**src/hw/prn_err_pkg.sv**
```systemverilog
// constants, types and encodings shared by the printer fault reporter
//
// Overview of operation
// - near-end shows paper-end 0, fault 1, both status bits 0
// - near-end routed to paper-end pin replaces the dedicated near-end pattern
// - head temperature above 70 degC raises the temperature fault
// - temperature fault clears itself once head cools below 60 degC
// - temperature fault shows paper-end 0, fault 0, low bit 1, high 0
// - fault lamp lights for temperature, cutter, voltage, hardware, mark faults
// - DTR high while any reportable fault persists; host waits 4 seconds
// - after each cut check blade home; not home raises cutter fault
// - cutter fault shows paper-end 0, fault 0, both status bits 1
// - cutter fault holds until init, which re-homes blade and rechecks
// - head supply outside 21,6V to 26,4V raises voltage fault
// - voltage fault shows paper-end 0, fault 0, low 0, high 1
// - voltage fault latches until power cycle with supply back in range
// - init self-check failure latches hardware fault with voltage pattern
// - mark checking only when strapped on at start; missing mark faults
// - optical mark fault drives all four status pins 0
// - optical mark fault latches until power off
// - no paper or open head: paper-end 1, fault 1, lamp, motor stop
// - near-end stop setting decides halt and DTR; otherwise poll only
package prn_err_pkg;

  // register byte offsets
  localparam logic [7:0] CTRL_OFS   = 8'h00;
  localparam logic [7:0] STATUS_OFS = 8'h04;

  // control register fields
  localparam int         SENSOR_PAPER_BIT = 0;
  localparam int         SENSOR_NEAR_BIT  = 1;
  localparam int         NEAR_STOP_BIT    = 2;
  localparam logic [2:0] CTRL_RESET       = 3'h1;

  // thresholds: degC and tenths of a volt
  localparam logic [7:0] TEMP_HOT_C  = 8'h46;
  localparam logic [7:0] TEMP_COOL_C = 8'h3C;
  localparam logic [8:0] VOLT_MIN_DV = 9'h0D8;
  localparam logic [8:0] VOLT_MAX_DV = 9'h108;

  // cycles after reset release before synchronised pins are trusted
  localparam logic [1:0] BOOT_WAIT = 2'h3;
  localparam logic [1:0] BOOT_CNT_RESET = 2'h0;

  typedef enum logic [2:0] {
    PH_BOOT   = 3'h1,
    PH_REHOME = 3'h2,
    PH_RUN    = 3'h4
  } phase_t;

  typedef struct packed {
    logic pe;
    logic fault_n;
    logic st_hi;
    logic st_lo;
  } port_pins_t;

  // parallel status patterns {pe, fault_n, st_hi, st_lo}
  localparam port_pins_t PAT_PAPER_END = 4'hC;
  localparam port_pins_t PAT_IDLE      = 4'h4;
  localparam port_pins_t PAT_TEMP      = 4'h1;
  localparam port_pins_t PAT_CUTTER    = 4'h3;
  localparam port_pins_t PAT_NONREC    = 4'h2;
  localparam port_pins_t PAT_MARK      = 4'h0;
  localparam port_pins_t PINS_RESET    = 4'h4;

  typedef struct packed {
    logic paper_end;
    logic near_end;
    logic temp;
    logic cutter;
    logic volt;
    logic hw;
    logic mark;
  } fault_t;

  localparam fault_t FAULT_RESET = 7'h00;

  // synchronised pin vector positions
  localparam int PIN_PAPER_OUT   = 0;
  localparam int PIN_HEAD_OPEN   = 1;
  localparam int PIN_NEAR_END    = 2;
  localparam int PIN_CUTTER_HOME = 3;
  localparam int PIN_MARK_STRAP  = 4;
  localparam int PIN_COUNT       = 5;

endpackage : prn_err_pkg

```
**src/hw/pin_sync2.sv**
```systemverilog
// two flip-flop synchroniser for a group of asynchronous pins
`timescale 1ns/10ps
module pin_sync2 #(
  parameter int W = 1
) (
  input  wire logic         CLK,
  input  wire logic         RESETN,
  input  wire logic [W-1:0] async_in,
  output logic      [W-1:0] sync_out
);

  typedef struct packed {
    logic [W-1:0] meta;
    logic [W-1:0] stable;
  } sync_state_t;

  sync_state_t st_r;
  sync_state_t st_nxt;

  always_comb begin
    st_nxt        = st_r;
    st_nxt.meta   = async_in;
    st_nxt.stable = st_r.meta;
  end

  always_ff @(posedge CLK or negedge RESETN) begin
    if (!RESETN) begin
      st_r <= '0;
    end else begin
      st_r <= st_nxt;
    end
  end

  assign sync_out = st_r.stable;

endmodule : pin_sync2

```
**src/hw/printer_error_reporter.sv**
```systemverilog
// fault detection and parallel/serial status reporting of the receipt printer
//
// The AHB-Lite slave port and the address map were decided locally.
`timescale 1ns/10ps
module printer_error_reporter (
  input  wire logic        CLK,
  input  wire logic        RESETN,
  input  wire logic        HSEL,
  input  wire logic [31:0] HADDR,
  input  wire logic [1:0]  HTRANS,
  input  wire logic        HWRITE,
  input  wire logic [2:0]  HSIZE,
  input  wire logic [31:0] HWDATA,
  input  wire logic        HREADY,
  output logic             HREADYOUT,
  output logic      [31:0] HRDATA,
  output logic             HRESP,
  input  wire logic        PAPER_OUT_IN,
  input  wire logic        HEAD_OPEN_IN,
  input  wire logic        NEAR_END_IN,
  input  wire logic        CUTTER_HOME_IN,
  input  wire logic        MARK_STRAP_IN,
  input  wire logic        CUT_DONE,
  input  wire logic        MARK_MISS,
  input  wire logic        REHOME_DONE,
  input  wire logic        HW_SELF_OK,
  input  wire logic        MEAS_VALID,
  input  wire logic [7:0]  HEAD_TEMP_C,
  input  wire logic [8:0]  HEAD_SUPPLY_VOLTAGE,
  output logic             PAPER_END_OUT,
  output logic             FAULT_OUT_N,
  output logic             STATUS_BIT_LOW,
  output logic             STATUS_BIT_HIGH,
  output logic             FAULT_LAMP,
  output logic             PAPER_LAMP,
  output logic             MOTOR_STOP,
  output logic             DTR,
  output logic             CUTTER_REHOME
);

  typedef struct packed {
    prn_err_pkg::phase_t     phase;
    logic [1:0]              boot_cnt;
    logic [2:0]              ctrl;
    logic                    mark_en;
    prn_err_pkg::fault_t     flt;
    prn_err_pkg::port_pins_t pins;
    logic                    lamp_err;
    logic                    lamp_pe;
    logic                    motor_stop;
    logic                    dtr;
    logic                    rehome;
    logic                    wr_pend;
    logic [7:0]              wr_addr;
    logic [31:0]             rdata;
  } state_t;

  state_t                              st_r;
  state_t                              st_nxt;
  logic [prn_err_pkg::PIN_COUNT-1:0]   pins_async;
  logic [prn_err_pkg::PIN_COUNT-1:0]   pins_s;
  logic                                ahb_go;
  logic [31:0]                         rd_word;
  logic                                pe_route;
  logic                                nonrec;
  logic                                err_any;
  logic                                near_halt;

  assign pins_async = {MARK_STRAP_IN, CUTTER_HOME_IN, NEAR_END_IN, HEAD_OPEN_IN, PAPER_OUT_IN};

  pin_sync2 #(
    .W (prn_err_pkg::PIN_COUNT)
  ) u_sync (
    .CLK      (CLK),
    .RESETN   (RESETN),
    .async_in (pins_async),
    .sync_out (pins_s)
  );

  // AHB-Lite: zero wait, always OKAY, whole-word registers
  assign ahb_go = HSEL && HTRANS[1] && HREADY;

  always_comb begin
    rd_word = 32'h0000_0000;
    if (HADDR[31:8] == 24'h00_0000) begin
      case (HADDR[7:0])
        prn_err_pkg::CTRL_OFS: begin
          rd_word = {29'h0000_0000, st_r.ctrl};
        end
        prn_err_pkg::STATUS_OFS: begin
          rd_word = {16'h0000, st_r.phase, st_r.mark_en, st_r.dtr, st_r.pins, st_r.flt};
        end
        default: begin
          rd_word = 32'h0000_0000;
        end
      endcase
    end
  end

  // fault classes derived from the registered flags
  assign pe_route  = (st_r.ctrl[prn_err_pkg::SENSOR_PAPER_BIT] && st_r.flt.paper_end)
                   || (st_r.ctrl[prn_err_pkg::SENSOR_NEAR_BIT] && st_r.flt.near_end);
  assign nonrec    = st_r.flt.volt || st_r.flt.hw;
  assign err_any   = st_r.flt.temp || st_r.flt.cutter || nonrec || st_r.flt.mark;
  assign near_halt = st_r.flt.near_end && st_r.ctrl[prn_err_pkg::NEAR_STOP_BIT];

  always_comb begin
    st_nxt        = st_r;
    st_nxt.rehome = 1'b0;

    // register bus
    st_nxt.wr_pend = 1'b0;
    if (st_r.wr_pend && st_r.wr_addr == prn_err_pkg::CTRL_OFS) begin
      st_nxt.ctrl = HWDATA[2:0];
    end
    if (ahb_go) begin
      st_nxt.wr_pend = HWRITE && (HADDR[31:8] == 24'h00_0000);
      st_nxt.wr_addr = HADDR[7:0];
      if (!HWRITE) begin
        st_nxt.rdata = rd_word;
      end
    end

    st_nxt.flt.paper_end = pins_s[prn_err_pkg::PIN_PAPER_OUT] || pins_s[prn_err_pkg::PIN_HEAD_OPEN];
    st_nxt.flt.near_end  = pins_s[prn_err_pkg::PIN_NEAR_END];

    if (MEAS_VALID) begin
      if (HEAD_TEMP_C > prn_err_pkg::TEMP_HOT_C) begin
        st_nxt.flt.temp = 1'b1;
      end else if (HEAD_TEMP_C < prn_err_pkg::TEMP_COOL_C) begin
        st_nxt.flt.temp = 1'b0;
      end
      if (HEAD_SUPPLY_VOLTAGE < prn_err_pkg::VOLT_MIN_DV || HEAD_SUPPLY_VOLTAGE > prn_err_pkg::VOLT_MAX_DV) begin
        st_nxt.flt.volt = 1'b1;
      end
    end

    case (st_r.phase)
      prn_err_pkg::PH_BOOT: begin
        if (st_r.boot_cnt == prn_err_pkg::BOOT_WAIT) begin
          st_nxt.mark_en = pins_s[prn_err_pkg::PIN_MARK_STRAP];
          st_nxt.rehome  = 1'b1;
          st_nxt.phase   = prn_err_pkg::PH_REHOME;
        end else begin
          st_nxt.boot_cnt = st_r.boot_cnt + 2'h1;
        end
      end
      prn_err_pkg::PH_REHOME: begin
        if (REHOME_DONE) begin
          if (!pins_s[prn_err_pkg::PIN_CUTTER_HOME]) begin
            st_nxt.flt.cutter = 1'b1;
          end
          if (!HW_SELF_OK) begin
            st_nxt.flt.hw = 1'b1;
          end
          st_nxt.phase = prn_err_pkg::PH_RUN;
        end
      end
      prn_err_pkg::PH_RUN: begin
        if (CUT_DONE && !pins_s[prn_err_pkg::PIN_CUTTER_HOME]) begin
          st_nxt.flt.cutter = 1'b1;
        end
        if (MARK_MISS && st_r.mark_en) begin
          st_nxt.flt.mark = 1'b1;
        end
      end
      default: begin
        st_nxt.phase = prn_err_pkg::PH_BOOT;
      end
    endcase

    // near-end routed to the paper-end pin overrides its own pattern
    if (pe_route) begin
      st_nxt.pins = prn_err_pkg::PAT_PAPER_END;
    end else if (st_r.flt.cutter) begin
      st_nxt.pins = prn_err_pkg::PAT_CUTTER;
    end else if (nonrec) begin
      st_nxt.pins = prn_err_pkg::PAT_NONREC;
    end else if (st_r.flt.temp) begin
      st_nxt.pins = prn_err_pkg::PAT_TEMP;
    end else if (st_r.flt.mark) begin
      st_nxt.pins = prn_err_pkg::PAT_MARK;
    // near-end and idle share this pattern
    end else begin
      st_nxt.pins = prn_err_pkg::PAT_IDLE;
    end

    st_nxt.lamp_err   = err_any;
    st_nxt.lamp_pe    = st_r.flt.paper_end;
    // near-end halts only when told to
    st_nxt.motor_stop = st_r.flt.paper_end || err_any || near_halt;
    st_nxt.dtr        = st_r.flt.paper_end || err_any || near_halt;
  end

  // registered flags; reset clears them but loads ctrl with 1, phase with PH_BOOT and pins with the idle pattern
  always_ff @(posedge CLK or negedge RESETN) begin
    if (!RESETN) begin
      st_r.phase      <= prn_err_pkg::PH_BOOT;
      st_r.boot_cnt   <= prn_err_pkg::BOOT_CNT_RESET;
      st_r.ctrl       <= prn_err_pkg::CTRL_RESET;
      st_r.mark_en    <= 1'b0;
      st_r.flt        <= prn_err_pkg::FAULT_RESET;
      st_r.pins       <= prn_err_pkg::PINS_RESET;
      st_r.lamp_err   <= 1'b0;
      st_r.lamp_pe    <= 1'b0;
      st_r.motor_stop <= 1'b0;
      st_r.dtr        <= 1'b0;
      st_r.rehome     <= 1'b0;
      st_r.wr_pend    <= 1'b0;
      st_r.wr_addr    <= 8'h00;
      st_r.rdata      <= 32'h0000_0000;
    end else begin
      st_r <= st_nxt;
    end
  end

  assign HREADYOUT       = 1'b1;
  assign HRESP           = 1'b0;
  assign HRDATA          = st_r.rdata;
  assign PAPER_END_OUT   = st_r.pins.pe;
  assign FAULT_OUT_N     = st_r.pins.fault_n;
  assign STATUS_BIT_LOW  = st_r.pins.st_lo;
  assign STATUS_BIT_HIGH = st_r.pins.st_hi;
  assign FAULT_LAMP      = st_r.lamp_err;
  assign PAPER_LAMP      = st_r.lamp_pe;
  assign MOTOR_STOP      = st_r.motor_stop;
  assign DTR             = st_r.dtr;
  assign CUTTER_REHOME   = st_r.rehome;
endmodule : printer_error_reporter

```
**config.mk**
```make
export PLATFORM = sky130hd
export DESIGN_NAME = printer_error_reporter
export DESIGN_NICKNAME = d
export VERILOG_FILES = /design/src/hw/prn_err_pkg.sv /design/src/hw/pin_sync2.sv /design/src/hw/printer_error_reporter.sv
export SDC_FILE = /design/constraint.sdc
export NUM_CORES = 1
export LEC_CHECK = 0
export BUFFER_PORTS_ARGS = -buffer_cell sky130_fd_sc_hd__buf_4
export CORE_AREA = 10 10 89 91
export DETAILED_ROUTE_END_ITERATION = 16
export DIE_AREA = 0 0 99 101
export PLACE_DENSITY = 0.83
export SLEW_MARGIN = 10
export SYNTH_ARGS = -nofsm -noshare
export SYNTH_HDL_FRONTEND = slang
export SYNTH_SLANG_ARGS = --single-unit
```
**constraint.sdc**
```tcl
create_clock -name CLK -period 2.1 [get_ports CLK]
set_clock_uncertainty 0.05 [all_clocks]
set_input_delay 0.42 -clock CLK [delete_from_list [all_inputs] [get_ports CLK]]
set_output_delay 0.42 -clock CLK [all_outputs]
set_load 0.05 [all_outputs]
```
==> results.yml <==
run_status:
  status: "complete, no violations"
routing:
  first_iter_violations: 98
  drt-pass1-iter-count: 4
  num_vias: 1859
  via_per_inst: 4.683
  wl_per_cell_um: 15.33
  drc: 0
  routed_wl_mm: 6.085
  postRouteAntennaNets: 0
yosys:
  synth_fa_ha_area_share_pct: 0.4735
  yosysMostFrequentCell: "dfrtp_1"
  synth_top_area_share_pct: 53.03
  synth_top_area_cell: "dfrtp_1"
  async_reset_ff_share_pct: 100.0
  synthTopCellsByCount: "dfrtp_1, buf_4, nand2_1"
  synth-compound-area-share_pct: 8.712
  syn_avg_cell_area_um2: 11.20
  synth-seq-cells: 59
  synth_area_mm2: 0.002643
  synthCells: 236
  synth_xor_area_share_pct: 0.3314
  synth_top_family_by_area: "simple AND/OR/NAND/NOR gates"
  synthTopCellsByArea: "dfrtp_1, buf_4, mux2_2"
  synth_edf_count: 0
  synth_cell_types: 41
  yosysWarningCount: 0
  synth.area.mux_share_pct: 6.676
  synthFlopType: "dfrtp_1"
  synth-simple-area-share_pct: 15.67
  synth_seq_area_share_pct: 56.01
sta:
  rsz0062_at_grt: "false"
  slew_headroom_pct: 52.65
  period_needed_ns: 1.655
  finalCritPeriodShare_pct: 78.79
  setup_violations: 0
  finalHoldViolCount: 0
  finalMaxSlewViolations: 0
  worst_pin_slew_ns: 0.7102
  finalSetupTns_ns: 0
  timing.fmax_mhz: 604.4
power:
  p_leak_nw: 1.658
  cellPowerDensity_mw_per_mm2: 774.3
  ir_drop_mv: 0.3593
  p_total_mw: 2.671
worst_setup_path:
  cpPeakStageDelay_ns: 0.53
  cp-start-kind: "primary input"
  endpoint_kind: "flop"
  path_class: "primary input to flop"
  worstPathMaxFanout: 13
  worstPathArrival_ns: 1.83
  path_cells: "buf_4 > or4_4 > nor4_4 > nand4_2 > buf_12 > o31ai_1"
  required_ns: 2.28
  crit_slowest_cell: "or4_4"
  crit_buf_inv: 2
  critical-path-top-delay-family: "simple AND/OR/NAND/NOR gates"
global_routing:
  grt_max_degree: 60
  grt_usage_pct: 11.96
  grt_pass1_vias: 2107
  grt_pass1_wl_mm: 9.756
  grt_overflow: 0
  antenna_found_initial: 0
finish:
  drive_gt1_share_pct: 45.00
  num-fill-cells: 570
  nets: 417
  antenna_cells: 0
  finalInstanceArea_mm2: 0.003450
  fin_util_pct: 55.60
  syn2layout_area_growth_pct: 30.54
place:
  placed_cell_area_mm2: 0.003223
  place.gp.congestion: 0.7177
  dpl.hpwl_mm: 4.903
  port-buffer-count: 92
clock_network:
  postCtsSetupRepairBufs: 0
  clk_path_buf_depth: 2
  cts_max_level: 3
  cts_tree: "yes"
  clock-sinks: 59
  cts_buffers: 9
  root_buffer: "clkbuf_8"
  clk_pin_slew_ns: 0.06
  post_cts_resized: 0
  ctsHoldBuffers: 0
  insertion_delay_ns: 0.32
die:
  ioPinCount: 144
  dieHeight_um: 101
  rows: 29
  die-area_mm2: 0.009999
  start_util_pct: 42.59
  die_w_um: 99
  coreArea_mm2: 0.006205
job:
  max_cap_violations: 0
min_path:
  min-delay-path-class: "primary input to asynchronous set/reset pin"
[sequential cells by signal, summed over array words and instances (netlist names), 5 cells and up]
name             count
HRDATA              16
u_sync.st_nxt        5
st_r                24
u_sync.sync_out      5
[layout by cell type (no fill, tap or decap), types with 2 or more instances in the layout]
cell / synthesis / final
nand2_1: 34 / 34
clkbuf_8: 0 / 11
bufinv_16: 0 / 2
nor3_1: 2 / 2
inv_1: 3 / 3
or2_2: 3 / 3
or4_1: 2 / 2
a21oi_1: 5 / 5
mux2i_1: 3 / 3
nor4_1: 6 / 6
nor2_1: 11 / 11
and4_1: 2 / 2
buf_4: 35 / 94
nand2b_1: 2 / 2
nand3_1: 7 / 7
o21ai_2: 10 / 10
conb_1: 2 / 18
clkinv_2: 0 / 3
o21ai_0: 5 / 5
o31ai_1: 6 / 6
dfstp_2: 3 / 3
dfrtp_1: 56 / 56
mux2_2: 13 / 13
[area by class of cell]
cell class	count	area (µm²)	area share, %
clock buffer	11	151.4	4.389
clock inverter	5	75.07	2.176
inverter	3	11.26	0.3264
sequential	59	1480	42.91
tap	77	96.34	2.793
timing repair buffer	95	725.7	21.04
multi-input combinational	147	909.6	26.37
[path summary, 6_finish.rpt]
| check | startpoint | end | slack (ns) | depth (start not counted) |
|---|---|---|---|---|
| worst max-delay path | HADDR[5] | HRDATA[15] | 0.45 | 6 |
| worst min-delay path | RESETN | HRDATA[12] | 0.09 | 1 |
| worst max register to register | st_r[63] | st_r[62] | 0.48 | 2 |
| worst min register to register | u_sync.st_nxt[4] | u_sync.sync_out[4] | 0.30 | 0 |
| max in group asynchronous | RESETN | u_sync.sync_out[4] | 1.43 | 1 |
| min in group CLK | PAPER_OUT_IN | u_sync.st_nxt[0] | 0.15 | 1 |
[worst reg2reg max path, delay by kind of cell (launching register included)]
kind / cells / cell delay [ns]
simple gates: 1 / 0.44
flops: 1 / 0.63
mux: 1 / 0.39
[power by group]
group          switching, mW  leakage [nW]  internal (mW)
registers             0.0275         0.717           1.19
logic                  0.176         0.821          0.131
clock network          0.418         0.119          0.727
total                  0.622          1.66           2.05
[routing by layer]
metal  GRT usage (%)  share of wire [%]
met1           13.03                 40
met2           20.89                 52
met3           4.321                6.5
met4           4.300               0.85
met5               0                  0
[cells by family after synthesis]
group           count (synthesis)
mux                            16
other cells                     2
simple gates                   79
fa+ha+maj                       1
buf+inv                        46
flops                          59
xor+xnor                        1
compound gates                 32
[stage by stage]
stage	hold slack (ns)	worst slack, ns	cells
final	0.09482	0.4453	397
after global placement	0.2832	0.1433	381
after detailed placement	0.2847	0.1081	381
after global routing	0.1411	0.3597	397
after CTS	0.1217	0.4508	397
after floorplan	0.07441	0.4091	252
No activity file was read; power rests on OpenSTA's default activity.
